$ cat config.mk
export PLATFORM = sky130hd
export DESIGN_NAME = serial_block
export DESIGN_NICKNAME = d
export VERILOG_FILES = /design/src/verilog/serial_pkg.sv /design/src/verilog/serial_block.sv /design/src/verilog/serial_sync.sv /design/src/verilog/tick_divider.sv
export SDC_FILE = /design/constraint.sdc
export NUM_CORES = 1
export LEC_CHECK = 0
export BUFFER_PORTS_ARGS = -buffer_cell sky130_fd_sc_hd__buf_2
export CAP_MARGIN = 20
export CORE_ASPECT_RATIO = 0.6
export CORE_UTILIZATION = 54
export DETAILED_ROUTE_END_ITERATION = 6
export PLACE_DENSITY = 0.76
export SYNTH_ARGS = -nofsm -noshare
export SYNTH_HDL_FRONTEND = slang
export SYNTH_SLANG_ARGS = --single-unit
export TNS_END_PERCENT = 20
$ cat constraint.sdc
create_clock -name CLOCK_I -period 1.7 [get_ports CLOCK_I]
set_input_delay 0 -clock CLOCK_I [delete_from_list [all_inputs] [get_ports CLOCK_I]]
set_output_delay 0 -clock CLOCK_I [all_outputs]
set_load 0.03 [all_outputs]
$ cat src/verilog/serial_pkg.sv
// constants, register map and types of the serial block data path
package serial_pkg;

  // register port widths
  localparam int ADDR_W = 3;
  localparam int DATA_W = 8;

  // register offsets
  localparam logic [ADDR_W-1:0] REG_SHIFTER = 3'h0;
  localparam logic [ADDR_W-1:0] REG_TX_HOLD = 3'h1;
  localparam logic [ADDR_W-1:0] REG_RX_HOLD = 3'h2;
  localparam logic [ADDR_W-1:0] REG_CTRL    = 3'h3;
  localparam logic [ADDR_W-1:0] REG_FUNC    = 3'h4;

  // control/status bits, both SPI functions
  localparam int CTL_EN    = 0;
  localparam int CTL_LSB   = 1;
  localparam int CTL_CPHA  = 2;
  localparam int CTL_CPOL  = 3;
  localparam int STAT_TXE  = 4;
  localparam int STAT_RXF  = 5;
  localparam int STAT_OVR  = 6;
  localparam int STAT_DONE = 7;

  // control/status bits, transmitter function (5 bits wide)
  localparam int CTL_PEN    = 1;
  localparam int CTL_PODD   = 2;
  localparam int USTAT_TXE  = 3;
  localparam int USTAT_DONE = 4;

  localparam logic [3:0]        CTRL_RESET  = 4'h0;
  localparam logic [DATA_W-1:0] DATA_RESET  = 8'h00;
  localparam logic [2:0]        BIT_LAST    = 3'h7;
  localparam logic [3:0]        EDGE_LAST   = 4'hf;
  localparam logic [2:0]        BIT_ZERO    = 3'h0;
  localparam logic [3:0]        EDGE_ZERO   = 4'h0;

  // timing
  localparam int CLK_NS      = 100;
  localparam int SPI_HALF_NS = 400;
  localparam int UART_BIT_NS = 1600;
  localparam logic [7:0] SPI_HALF_CYC = 8'(SPI_HALF_NS / CLK_NS);
  localparam logic [7:0] UART_BIT_CYC = 8'(UART_BIT_NS / CLK_NS);

  typedef enum logic [1:0] {
    FN_MASTER = 2'b00,
    FN_SLAVE  = 2'b01,
    FN_UART   = 2'b10
  } func_t;

  typedef enum logic [2:0] {
    ST_IDLE   = 3'b000,
    ST_SPI    = 3'b001,
    ST_START  = 3'b010,
    ST_DATA   = 3'b011,
    ST_PARITY = 3'b100,
    ST_STOP   = 3'b101
  } state_t;

endpackage : serial_pkg

$ cat src/verilog/serial_block.sv
// serial block data path: SPI master, SPI slave and async transmitter
//
// Function
// - SPI modes: three data, 8-bit control/status
// - transmitter: three data, 5-bit control/status
// - shift register hidden from software
// - transmitter shifter only shifts out
// - idle write loads shifter next edge, starts
// - write while busy waits as next byte
// - holding write clears vacant flag
// - holding-to-shifter move sets vacant flag
// - byte done copies shifter, sets occupied flag
// - receive buffer read-only, read clears occupied
// - slave holding handshake same as master
// - slave byte goes to receive buffer, flagged
// - transmitter idle write starts after setup edge
// - transmitter ignores third data register
// - enable bit starts, stops function synchronously
// - SPI phase, polarity, lsb-first read/write bits
// - SPI overrun and complete read-only status
// - transmitter enable, parity bits, status bits
//
// Implementation choices: the strobed register port and the register addresses.
`timescale 1ns/1ns
module serial_block
  import serial_pkg::*;
(
  // clock and reset
  input  wire logic              CLOCK_I,
  input  wire logic              RESETN_I,
  // register port
  input  wire logic [ADDR_W-1:0] ADDR_I,
  input  wire logic [DATA_W-1:0] WDATA_I,
  input  wire logic              WR_I,
  input  wire logic              RD_I,
  output logic      [DATA_W-1:0] RDATA_O,
  // serial link
  output logic                   SCLK_O,
  output logic                   SDO_O,
  input  wire logic              SDI_I,
  input  wire logic              SCLK_I,
  input  wire logic              SS_N_I
);

  localparam int BYTE_CYC = 16 * int'(SPI_HALF_CYC);
  localparam int BYTE_LO  = BYTE_CYC - 2;
  localparam int BYTE_HI  = BYTE_CYC + 2;

  func_t             func_q;
  state_t            state_q;
  logic [3:0]        ctrl_q;
  logic [DATA_W-1:0] hold_q;
  logic [DATA_W-1:0] shift_q;
  logic [DATA_W-1:0] rx_q;
  logic              vacant_q;
  logic              rx_full_q;
  logic              overrun_q;
  logic              done_q;
  logic              parity_q;
  logic [2:0]        bit_q;
  logic [3:0]        edge_q;
  logic              sclk_last_q;
  logic [2:0]        pins_s;
  logic              tick;

  logic en;
  logic is_uart;
  logic is_master;
  logic is_slave;
  logic sdi_s;
  logic sclk_s;
  logic ss_n_s;
  logic wr_tx;
  logic rd_rx;
  logic rd_ctrl;
  logic load;
  logic slave_act;
  logic edge_ev;
  logic lead;
  logic samp;
  logic spi_done;
  logic uart_done;
  logic master_end;

  // pins from outside the clock domain
  serial_sync #(.W(3)) u_sync (
    .clk_i   (CLOCK_I),
    .rst_n_i (RESETN_I),
    .async_i ({SDI_I, SCLK_I, !SS_N_I}),
    .sync_o  (pins_s)
  );

  assign sdi_s  = pins_s[2];
  assign sclk_s = pins_s[1];
  // select rides the chain inverted so a reset chain reads deselected
  assign ss_n_s = !pins_s[0];

  tick_divider u_div (
    .clk_i    (CLOCK_I),
    .rst_n_i  (RESETN_I),
    .run_i    (state_q != ST_IDLE && !is_slave),
    .period_i (is_uart ? UART_BIT_CYC : SPI_HALF_CYC),
    .tick_o   (tick)
  );

  function automatic logic [DATA_W-1:0] shift_in(
    input logic [DATA_W-1:0] s,
    input logic              b,
    input logic              lsb
  );
    shift_in = lsb ? {b, s[DATA_W-1:1]} : {s[DATA_W-2:0], b};
  endfunction : shift_in

  function automatic logic top_bit(
    input logic [DATA_W-1:0] s,
    input logic              lsb
  );
    top_bit = lsb ? s[0] : s[DATA_W-1];
  endfunction : top_bit

  assign en        = ctrl_q[CTL_EN];
  assign is_uart   = (func_q == FN_UART);
  assign is_master = (func_q == FN_MASTER);
  assign is_slave  = (func_q == FN_SLAVE);
  assign wr_tx     = WR_I && (ADDR_I == REG_TX_HOLD);
  // receive buffer has no role for the transmitter
  assign rd_rx     = RD_I && (ADDR_I == REG_RX_HOLD) && !is_uart;
  assign rd_ctrl   = RD_I && (ADDR_I == REG_CTRL);

  // slave takes a new byte only while deselected or at byte end
  assign load = en && !vacant_q && state_q == ST_IDLE
              && (!is_slave || ss_n_s || spi_done);

  // bit events: divider ticks for master, master's clock for slave
  assign slave_act = en && is_slave && !ss_n_s;
  assign edge_ev   = is_master ? (state_q == ST_SPI && tick)
                   : (slave_act && sclk_s != sclk_last_q);
  assign lead      = is_master ? !edge_q[0] : (sclk_s != ctrl_q[CTL_CPOL]);
  assign samp      = lead ^ ctrl_q[CTL_CPHA];
  assign spi_done  = !is_uart && edge_ev && samp && bit_q == BIT_LAST;
  assign master_end = is_master && state_q == ST_SPI && tick
                    && edge_q == EDGE_LAST;
  assign uart_done  = is_uart && state_q == ST_STOP && tick;

  // configuration registers
  always_ff @(posedge CLOCK_I) begin
    if (!RESETN_I) begin
      ctrl_q <= CTRL_RESET;
      func_q <= FN_MASTER;
    end else if (WR_I && ADDR_I == REG_CTRL) begin
      ctrl_q <= WDATA_I[3:0];
    end else if (WR_I && ADDR_I == REG_FUNC) begin
      func_q <= func_t'(WDATA_I[1:0]);
    end
  end

  // transmit holding buffer and its vacant flag
  always_ff @(posedge CLOCK_I) begin
    if (!RESETN_I) begin
      hold_q   <= DATA_RESET;
      vacant_q <= 1'b1;
    end else if (wr_tx) begin
      // a write always wins; software must wait for vacant
      hold_q   <= WDATA_I;
      vacant_q <= 1'b0;
    end else if (load) begin
      vacant_q <= 1'b1;
    end
  end

  // sequencer
  always_ff @(posedge CLOCK_I) begin
    if (!RESETN_I || !en) begin
      state_q <= ST_IDLE;
    end else begin
      case (state_q)
        ST_IDLE: begin
          if (load && is_uart) begin
            state_q <= ST_START;
          end else if (load && is_master) begin
            state_q <= ST_SPI;
          end
        end
        ST_SPI: begin
          if (master_end || !is_master) begin
            state_q <= ST_IDLE;
          end
        end
        ST_START: begin
          if (tick) begin
            state_q <= ST_DATA;
          end
        end
        ST_DATA: begin
          if (tick && bit_q == BIT_LAST) begin
            state_q <= ctrl_q[CTL_PEN] ? ST_PARITY : ST_STOP;
          end
        end
        ST_PARITY: begin
          if (tick) begin
            state_q <= ST_STOP;
          end
        end
        ST_STOP: begin
          if (tick) begin
            state_q <= ST_IDLE;
          end
        end
        default: begin
          state_q <= ST_IDLE;
        end
      endcase
    end
  end

  // hidden shifter, bit counter and serial output
  always_ff @(posedge CLOCK_I) begin
    if (!RESETN_I || !en) begin
      shift_q  <= DATA_RESET;
      bit_q    <= BIT_ZERO;
      edge_q   <= EDGE_ZERO;
      SDO_O    <= 1'b1;
      parity_q <= 1'b0;
    end else if (load) begin
      shift_q  <= hold_q;
      bit_q    <= BIT_ZERO;
      edge_q   <= EDGE_ZERO;
      parity_q <= (^hold_q) ^ ctrl_q[CTL_PODD];
      SDO_O    <= is_uart ? 1'b0 : top_bit(hold_q, ctrl_q[CTL_LSB]);
    end else if (is_uart) begin
      if (tick && (state_q == ST_START || state_q == ST_DATA)) begin
        if (state_q == ST_DATA && bit_q == BIT_LAST) begin
          SDO_O <= ctrl_q[CTL_PEN] ? parity_q : 1'b1;
        end else begin
          SDO_O   <= shift_q[0];
          shift_q <= {1'b0, shift_q[DATA_W-1:1]};
          bit_q   <= (state_q == ST_START) ? BIT_ZERO : bit_q + 3'h1;
        end
      end else if (tick && state_q == ST_PARITY) begin
        SDO_O <= 1'b1;
      end
    end else begin
      if (is_slave && ss_n_s) begin
        bit_q <= BIT_ZERO;
      end else if (edge_ev && samp) begin
        shift_q <= shift_in(shift_q, sdi_s, ctrl_q[CTL_LSB]);
        bit_q   <= bit_q + 3'h1;
      end else if (edge_ev) begin
        SDO_O <= top_bit(shift_q, ctrl_q[CTL_LSB]);
      end
      if (is_master && state_q == ST_SPI && tick) begin
        edge_q <= edge_q + 4'h1;
      end
    end
  end

  // master serial clock rests at the polarity level between bytes
  always_ff @(posedge CLOCK_I) begin
    if (!RESETN_I) begin
      SCLK_O <= 1'b0;
    end else if (!en || state_q != ST_SPI || master_end) begin
      SCLK_O <= ctrl_q[CTL_CPOL];
    end else if (tick) begin
      SCLK_O <= !SCLK_O;
    end
  end

  always_ff @(posedge CLOCK_I) begin
    if (!RESETN_I) begin
      sclk_last_q <= 1'b0;
    end else begin
      sclk_last_q <= sclk_s;
    end
  end

  // receive buffer; a completed byte beats a clearing read
  always_ff @(posedge CLOCK_I) begin
    if (!RESETN_I) begin
      rx_q      <= DATA_RESET;
      rx_full_q <= 1'b0;
      overrun_q <= 1'b0;
    end else if (spi_done) begin
      rx_q      <= shift_in(shift_q, sdi_s, ctrl_q[CTL_LSB]);
      rx_full_q <= 1'b1;
      overrun_q <= overrun_q || (rx_full_q && !rd_rx);
    end else if (rd_rx) begin
      rx_full_q <= 1'b0;
    end else if (rd_ctrl) begin
      overrun_q <= 1'b0;
    end
  end

  always_ff @(posedge CLOCK_I) begin
    if (!RESETN_I) begin
      done_q <= 1'b0;
    end else if (spi_done || uart_done) begin
      done_q <= 1'b1;
    end else if (rd_ctrl) begin
      done_q <= 1'b0;
    end
  end

  // read data stand in the cycle after the strobe only
  always_ff @(posedge CLOCK_I) begin
    if (!RESETN_I || !RD_I) begin
      RDATA_O <= DATA_RESET;
    end else if (ADDR_I == REG_RX_HOLD) begin
      RDATA_O <= is_uart ? DATA_RESET : rx_q;
    end else if (ADDR_I == REG_CTRL && is_uart) begin
      RDATA_O <= {3'h0, done_q, vacant_q, ctrl_q[2:0]};
    end else if (ADDR_I == REG_CTRL) begin
      RDATA_O <= {done_q, overrun_q, rx_full_q, vacant_q, ctrl_q};
    end else if (ADDR_I == REG_FUNC) begin
      RDATA_O <= {6'h00, func_q};
    end else begin
      // shifter and holding buffer read as zero
      RDATA_O <= DATA_RESET;
    end
  end

  a_write_vacant: assert property (
    @(posedge CLOCK_I) disable iff (!RESETN_I)
    wr_tx |=> !vacant_q)
    else $error("holding write did not clear vacant flag");

  a_idle_load: assert property (
    @(posedge CLOCK_I) disable iff (!RESETN_I)
    (en && state_q == ST_IDLE && !vacant_q && !is_slave && !wr_tx
     && !(WR_I && ADDR_I != REG_TX_HOLD))
    |=> (state_q != ST_IDLE && vacant_q && shift_q == $past(hold_q)))
    else $error("idle write did not start a transfer");

  a_busy_hold: assert property (
    @(posedge CLOCK_I) disable iff (!RESETN_I)
    (wr_tx && state_q != ST_IDLE && !is_slave)
    |=> (hold_q == $past(WDATA_I) && !vacant_q))
    else $error("busy write lost the next byte");

  a_rx_done: assert property (
    @(posedge CLOCK_I) disable iff (!RESETN_I)
    spi_done |=> (rx_full_q && rx_q == $past(shift_in(shift_q, sdi_s,
                                                    ctrl_q[CTL_LSB]))))
    else $error("completed byte not in receive buffer");

  a_rx_clear: assert property (
    @(posedge CLOCK_I) disable iff (!RESETN_I)
    (rd_rx && !spi_done) |=> !rx_full_q)
    else $error("receive read did not clear occupied flag");

  a_overrun_set: assert property (
    @(posedge CLOCK_I) disable iff (!RESETN_I)
    (spi_done && rx_full_q && !rd_rx) |=> overrun_q)
    else $error("overrun not flagged");

  a_master_len: assert property (
    @(posedge CLOCK_I) disable iff (!RESETN_I)
    $rose(state_q == ST_SPI) |-> ##[BYTE_LO:BYTE_HI] (state_q != ST_SPI))
    else $error("master byte not sixteen half periods");

  a_master_rest: assert property (
    @(posedge CLOCK_I) disable iff (!RESETN_I)
    (state_q == ST_IDLE && $past(state_q) == ST_IDLE && is_master && en)
    |-> SCLK_O == $past(ctrl_q[CTL_CPOL]))
    else $error("master clock moved while idle");

  a_uart_frame: assert property (
    @(posedge CLOCK_I) disable iff (!RESETN_I)
    (state_q == ST_START |-> !SDO_O) and (state_q == ST_STOP |-> SDO_O))
    else $error("start or stop bit level wrong");

  a_disable_idle: assert property (
    @(posedge CLOCK_I) disable iff (!RESETN_I)
    !en |=> state_q == ST_IDLE)
    else $error("disabled block left idle");

endmodule : serial_block

$ cat src/verilog/serial_sync.sv
// two flip-flop synchroniser, one chain per bit
`timescale 1ns/1ns
module serial_sync #(
  parameter int W = 1
) (
  input  wire logic         clk_i,
  input  wire logic         rst_n_i,
  input  wire logic [W-1:0] async_i,
  output logic      [W-1:0] sync_o
);
  logic [W-1:0] meta_q;

  genvar g;
  generate
    for (g = 0; g < W; g++) begin : g_bit
      always_ff @(posedge clk_i) begin
        if (!rst_n_i) begin
          meta_q[g] <= 1'b0;
          sync_o[g] <= 1'b0;
        end else begin
          meta_q[g] <= async_i[g];
          sync_o[g] <= meta_q[g];
        end
      end
    end
  endgenerate
endmodule : serial_sync

$ cat src/verilog/tick_divider.sv
// period divider: one-cycle tick every period_i cycles while running
`timescale 1ns/1ns
module tick_divider (
  input  wire logic       clk_i,
  input  wire logic       rst_n_i,
  input  wire logic       run_i,
  input  wire logic [7:0] period_i,
  output logic            tick_o
);
  logic [7:0] count_q;

  // restarts from zero whenever run drops, so each byte starts clean
  always_ff @(posedge clk_i) begin
    if (!rst_n_i || !run_i) begin
      count_q <= 8'h00;
      tick_o  <= 1'b0;
    end else if (count_q == period_i - 8'h01) begin
      count_q <= 8'h00;
      tick_o  <= 1'b1;
    end else begin
      count_q <= count_q + 8'h01;
      tick_o  <= 1'b0;
    end
  end
endmodule : tick_divider
==> After elaboration in Yosys (flattened, before gate mapping) <==
Cells that the tools add are included.
{ "word_totals": {"regBits": 71, "out_inout_bits": 10, "wordCells": 194} }
{ "op_classes": {"n_addsub": 4, "n_eq_ne": 31, "n_mux": 53, "bitwise": 4, "reduce_logical": 77} }
{ "ops": {"columns": ["cell", "n"], "rows": [
  ["two-way mux 8 bit", 11],
  ["two-way mux 3 bit", 13],
  ["logical AND 1 bit", 32],
  ["two-way mux 1 bit", 26],
  ["case mux 3 bit (6 select lines)", 1],
  ["zero test 1 bit", 13],
  ["equality test 3 x 2 -> 1 bit (second input constant)", 4],
  ["equality test 3 bit (second input constant)", 4],
  ["nonzero test 3 bit", 4],
  ["logical OR 1 bit", 11],
  ["!= test 2 x 1 -> 1 bit (second input constant)", 5],
  ["nonzero test 2 bit", 5],
  ["!= test 3 x 1 -> 1 bit (second input constant)", 3],
  ["!= test 3 bit (second input constant)", 3],
  ["adder 8 x 1 -> 8 bit (second input constant)", 1],
  ["equality test 8 bit", 1],
  ["AND reduction 4 bit", 2],
  ["parity 8 bit", 1],
  ["equality test 3 x 1 -> 1 bit (second input constant)", 2],
  ["!= test 2 bit (second input constant)", 3],
  ["AND reduction 2 bit", 3],
  ["AND reduction 6 bit", 1],
  ["subtractor 5 x 1 -> 6 bit (second input constant)", 1],
  ["two-way mux 5 bit", 1],
  ["other kinds (14)", 18]
]} }

==> Longest topological paths before layout <==
{ "logic_depth": {"ltp_word": 14, "depth_mapped": 8, "ltp_nobuf": 7} }

==> Cells and area by module <==
A second synthesis with hierarchy kept.
{ "hier_totals": {"hier_cells": 461, "hier_area_um2": 3920.0} }
{ "modules_own_cells": {"columns": ["module", "instances", "cells_per_inst", "area_per_inst_um2", "seq_area_each_um2"], "rows": [
  ["serial_block", 1, 352, 2962.8, 1121.1],
  ["tick_divider", 1, 97, 799.5, 180.2],
  ["serial_sync", 1, 12, 157.7, 120.1]
]} }

==> Least setup slack after synthesis <==
OpenSTA, ideal clock, no wires.
{ "synth_timing": {"path_type": "register -> register", "startpoint": "register state_q[1]", "endpoint": "register bit_q[0]", "setup_time_ps": 71, "arrival_time_ps": 1734, "t_required_ps": 1629, "slack_ps": -105, "path_stages_with_launch": 7, "n_path_buf": 1, "synth_period_minus_slack_ps": 1805, "path_cell_list": "dfxtp_1 -> buf_6 -> nor4_4 -> a2bb2oi_2 -> o31a_1 -> or4_1 -> a21oi_1"} }
{ "synth_between": {"elab_chain_cells": 9, "elab_cells_between_ends": 25, "cone_classes": "eq/ne (5); mux (5); reduce/logical (15)"} }
{ "synth_lines": {"columns": ["item", "line_no", "source"], "rows": [
  ["start: declaration", "serial_block.sv:50", "state_t state_q;"],
  ["start signal: assignment", "serial_block.sv:196", "state_q <= ctrl_q[CTL_PEN] ? ST_PARITY : ST_STOP;"],
  ["equality test 3 x 1 -> 1 bit", "serial_block.sv:136", "assign edge_ev = is_master ? (state_q == ST_SPI && tick)"],
  ["logical AND 1 bit", "serial_block.sv:136", null],
  ["two-way mux 1 bit", "serial_block.sv:136", null],
  ["logical AND 1 bit (3 in series)", "serial_block.sv:140", "assign spi_done = !is_uart && edge_ev && samp && bit_q == BIT_LAST;"],
  ["logical OR 1 bit", "serial_block.sv:132", "&& (!is_slave || ss_n_s || spi_done);"],
  ["logical AND 1 bit", "serial_block.sv:132", null],
  ["OR reduction 2 bit (no line)", null, null],
  ["end signal: assignment", "serial_block.sv:237", "bit_q <= (state_q == ST_START) ? BIT_ZERO : bit_q + 3'h1;"],
  ["end signal: assignment", "serial_block.sv:247", "bit_q <= bit_q + 3'h1;"],
  ["end: declaration", "serial_block.sv:60", "logic [2:0] bit_q;"]
]} }
Parallel ways exist; a longest one is shown, timed or not. The select of a mux whose other input is x is not followed.
A chain may end at the register's enable or synchronous reset.

==> Worst setup path after layout <==
{ "layout_timing": {"startpoint": "register u_sync.sync_o[1]", "endpoint": "register shift_q[0]"} }
{ "layout_between": {"elab_chain_cells": 10, "elab_cells_between_ends": 18, "cone_classes": "eq/ne (5); mux (3); bitwise (1); reduce/logical (9)"} }
{ "layout_lines": {"columns": ["item", "line_no", "source"], "rows": [
  ["start: declaration", "serial_sync.sv:9", "output logic [W-1:0] sync_o"],
  ["start signal: indexed assignment", "serial_sync.sv:22", "sync_o[g] <= meta_q[g];"],
  ["!= test 1 bit", "serial_block.sv:137", ": (slave_act && sclk_s != sclk_last_q);"],
  ["logical AND 1 bit", "serial_block.sv:137", null],
  ["two-way mux 1 bit", "serial_block.sv:136", null],
  ["logical AND 1 bit (3 in series)", "serial_block.sv:140", null],
  ["logical OR 1 bit", "serial_block.sv:132", null],
  ["logical AND 1 bit", "serial_block.sv:132", null],
  ["!= test 3 bit (no line) (tied with other cells)", null, null],
  ["AND reduction 4 bit (no line)", null, null],
  ["end signal: assignment", "serial_block.sv:225", "shift_q <= hold_q;"],
  ["end signal: assignment", "serial_block.sv:236", "shift_q <= {1'b0, shift_q[DATA_W-1:1]};"],
  ["end signal: assignment", "serial_block.sv:246", "shift_q <= shift_in(shift_q, sdi_s, ctrl_q[CTL_LSB]);"],
  ["end: declaration", "serial_block.sv:53", "logic [DATA_W-1:0] shift_q;"]
]} }
Parallel ways exist; a longest one is shown, timed or not.

==> metrics.txt <==
top_reg_cell synth=dfxtp_1; Setup-failing EPs final=32; critical path's largest stage delay=0.38 ns; worst clock skew=around 0.010 ns; Internal=0.00253 W; num ports=28; n_diodes=0; # DRC=0; multi-input logic area=between 2000 and 2500 um^2; static leakage=about 1.7 nW; syn nets=around 420; RR Endpoint=shift_q[0]$_SDFFE_PP0P_; Crit Path Class=reg2reg; fraction of registers with async set/reset=0%; worst slack, placed=-0.287 ns; Mapped Cells=roughly 400; die height=64.3 um; Final Hold Vio Count=0; crit-path cells=xnor2_1 > a2bb2oi_4 > o41a_1 > buf_2 > o22ai_1 > o22ai_1; first-pass GRT wire length=roughly 16000 um; Worst-path clk slew=around 0.070 ns; Slowest cell on crit path=xnor2_1; CTS tree=done; vias in the first global route=3062; clock buffer depth=2; pwr dens=between 700 and 800 nW/um^2; dpl cells=530; row cnt=22; worst hold stages=4; CTS buffer count=9; Final ANT Viol Nets=0; maximum fanout along the worst path=6; fmax=529 MHz; area grow syn2layout=29.4%; time the worst path needs with I/O delays and setup=1.89 ns; FF+latch count, synth=71; Post-layout nets=about 500; worst min-delay path category=in2reg; Post-Layout Cell Count=between 500 and 600; Slew headroom=54.9%; post-synthesis sequential area ratio=about 40%; Final Slew Violations=0; most frequent cells in the layout=dfxtp_1 (67), nand2_1 (43), buf_4 (42); Initial Util=between 50% and 60%; # fillers=between 400 and 500; Final period util=111%; Die Wd=approximately 110 um; initial antenna violation count=0; total gr overflow=0; reg2reg start=u_sync.sync_o[1]$_SDFF_PN0_; HP Start=ADDR_I[1]; Clock Tree Root=clkbuf_8; critical path launch point type=flop; Post-synth EDFFs=0; RSZ-0062 raised after global routing=yes; worst-margin pin slew=roughly 0.67 ns; status=finished, violations left; crit end category=flop; Synth Cell Area=approximately 3500 um^2; Area after DPL=3980 um^2; largest net degree at the start of global routing=27; most numerous cell on the critical path=o22ai_1; layout cells sized above 1=around 27%; GRT Resource Usage Total=a little under a third; area of the die=about 7000 um^2; PortBufs=27; Post-Layout Inst Area=4530 um^2; Syn Area/Cell=roughly 8.7 um^2; Sw Pwr=0.000759 W; Initial DRC Count=approximately 310; gpl congestion=around 0.94; end of the worst hold path=func_q[0]$_SDFFE_PN0P_; Worst-Skew Late Latency=0.36 ns; commonest non-fill, non-tap cell in the layout=dfxtp_1; Top delay family on crit path=compound AO/OA/AOI/OAI gates; r2r setup slk=-0.19 ns; failing checks=negative setup slack; Sw Share=between 20% and 30%; VDD IR max=~560 uV; Logic pwr share=6.7%; clock power share=roughly two fifths; number of cells on the worst reg-to-reg path=6; routed vias=~3300; 1st-pass router iterations=5; CTS HTree Levels=3; Final Routed Wirelength=approximately 10000 um; clk sinks=71; Avg WL per Cell=17.6 um; Critical Path AT=roughly 2.2 ns; Vias per Instance=slightly below 6; post-layout worst setup margin=-0.189 ns; Worst EP required=about 2.0 ns; hpwl dp=around 6900 um; Yosys warning total=0; Crit path buffers/inverters=1; sequential share of power=between 50% and 60%; core footprint=between 6000 and 7000 um^2; Register Area=~1400 um^2; Max Cap Viol=0; Synth cell types=65
sequential cells by signal (all words and copies together) (netlist names), 2 cells and up:
name,flops
bit_q,3
ctrl_q,4
edge_q,4
u_sync.sync_o,3
u_div.count_q,8
state_q,3
u_sync.meta_q,3
hold_q,8
rx_q,8
shift_q,8
func_q,2
RDATA_O,8
cell type report:
type,instances,area share (%)
multi-input cells,301,46.2
flip-flops and latches,71,31.6
repair buffers,91,15.0
clock buffers,12,3.43
well taps,84,2.32
clock inverters,3,0.940
inverters,6,0.498
worst max-delay path by stage:
stage	startpoint	depth (start not counted)	end
floorplan	func_q[0]$_SDFFE_PN0P_	6	rx_q[6]$_SDFFE_PN0P_
global placement	bit_q[0]$_SDFFE_PP0P_	7	shift_q[7]$_SDFFE_PP0P_
detailed placement	func_q[1]$_SDFFE_PN0P_	5	shift_q[2]$_SDFFE_PP0P_
CTS	func_q[1]$_SDFFE_PN0P_	6	u_div.count_q[6]$_SDFF_PP0_
global route	func_q[0]$_SDFFE_PN0P_	6	parity_q$_SDFFE_PP0P_
finish	u_sync.sync_o[1]$_SDFF_PN0_	6	shift_q[0]$_SDFFE_PP0P_
cell families (layout without fill, tap and decap cells):
group / count (synthesis) / in the layout / synth area share (%)
AND/OR/NAND/NOR: 157 / 157 / 22.5
AO/OA/AOI/OAI: 96 / 96 / 19.2
flip-flops: 71 / 71 / 40.6
buffers and inverters: 29 / 112 / 3.68
multiplexers: 24 / 24 / 7.26
XOR/XNOR: 20 / 20 / 5.22
adder cells (fa/ha/maj): 4 / 4 / 1.43
tightest hold or removal path, stage by stage:
cell and delay [ns]:
buf_2 0.10, nor3b_1 0.09, nand3_1 0.09, a21oi_1 0.07
power by group through the flow:
stage	logic [W]	clock network [W]	registers, W
floorplan	0.000108	0	0.00173
global placement	0.000173	0	0.00173
detailed placement	0.000175	0	0.00173
CTS	0.000205	0.00139	0.00169
global route	0.000236	0.00149	0.00169
finish	0.000220	0.00138	0.00169
per-layer routing:
metal	share of wire [%]	global-route usage [%]
met2	42	43.5
met4	0.94	8.51
met5	0	0
met1	47	44.3
met3	9.3	10.3
what timing repair did:
| action | CTS | global route |
|---|---|---|
| gates cloned | 0 | 1 |
| buffers inserted | 1 | 4 |
| endpoints found under the setup margin | 39 | 41 |
| hold buffers | 17 | 0 |
| endpoints found under the hold margin | 24 | 0 |
| pin swaps | 11 | 4 |
| resized for setup | 13 | 18 |
synth_stat cells, types with 4 or more instances:
master | n | area, um^2
dfxtp_1 | 71 | 1420
nand2_1 | 43 | 161
nor2_1 | 43 | 161
a21oi_1 | 26 | 130
nand3_1 | 19 | 95.1
clkbuf_1 | 17 | 63.8
o22ai_1 | 16 | 100
mux2i_1 | 15 | 150
xnor2_1 | 11 | 96.3
and2_1 | 10 | 62.6
o21ai_0 | 9 | 45.0
mux2_2 | 8 | 90.1
xor2_1 | 8 | 70.1
a211oi_1 | 7 | 52.6
nand2b_1 | 7 | 43.8
and3_1 | 6 | 37.5
nor2b_1 | 6 | 37.5
inv_1 | 5 | 18.8
nor3b_1 | 5 | 37.5
o211ai_1 | 5 | 37.5
buf_2 | 4 | 20.0
ha_1 | 4 | 50.1
metrics by stage:
| step | hold slack [ns] | utilization [%] | total power, W | setup TNS [ns] |
|---|---|---|---|---|
| floorplan | 0.0667 | - | 0.00183 | -0.830 |
| global placement | 0.153 | 64.2 | 0.00190 | -2.77 |
| detailed placement | 0.155 | 64.2 | 0.00191 | -4.48 |
| CTS | 0.00552 | 71.3 | 0.00328 | -3.44 |
| global route | 0.0409 | 73.1 | 0.00341 | -4.99 |
| finish | 0.0467 | 73.1 | 0.00329 | -2.67 |
Power figures use the tool's default switching activity.
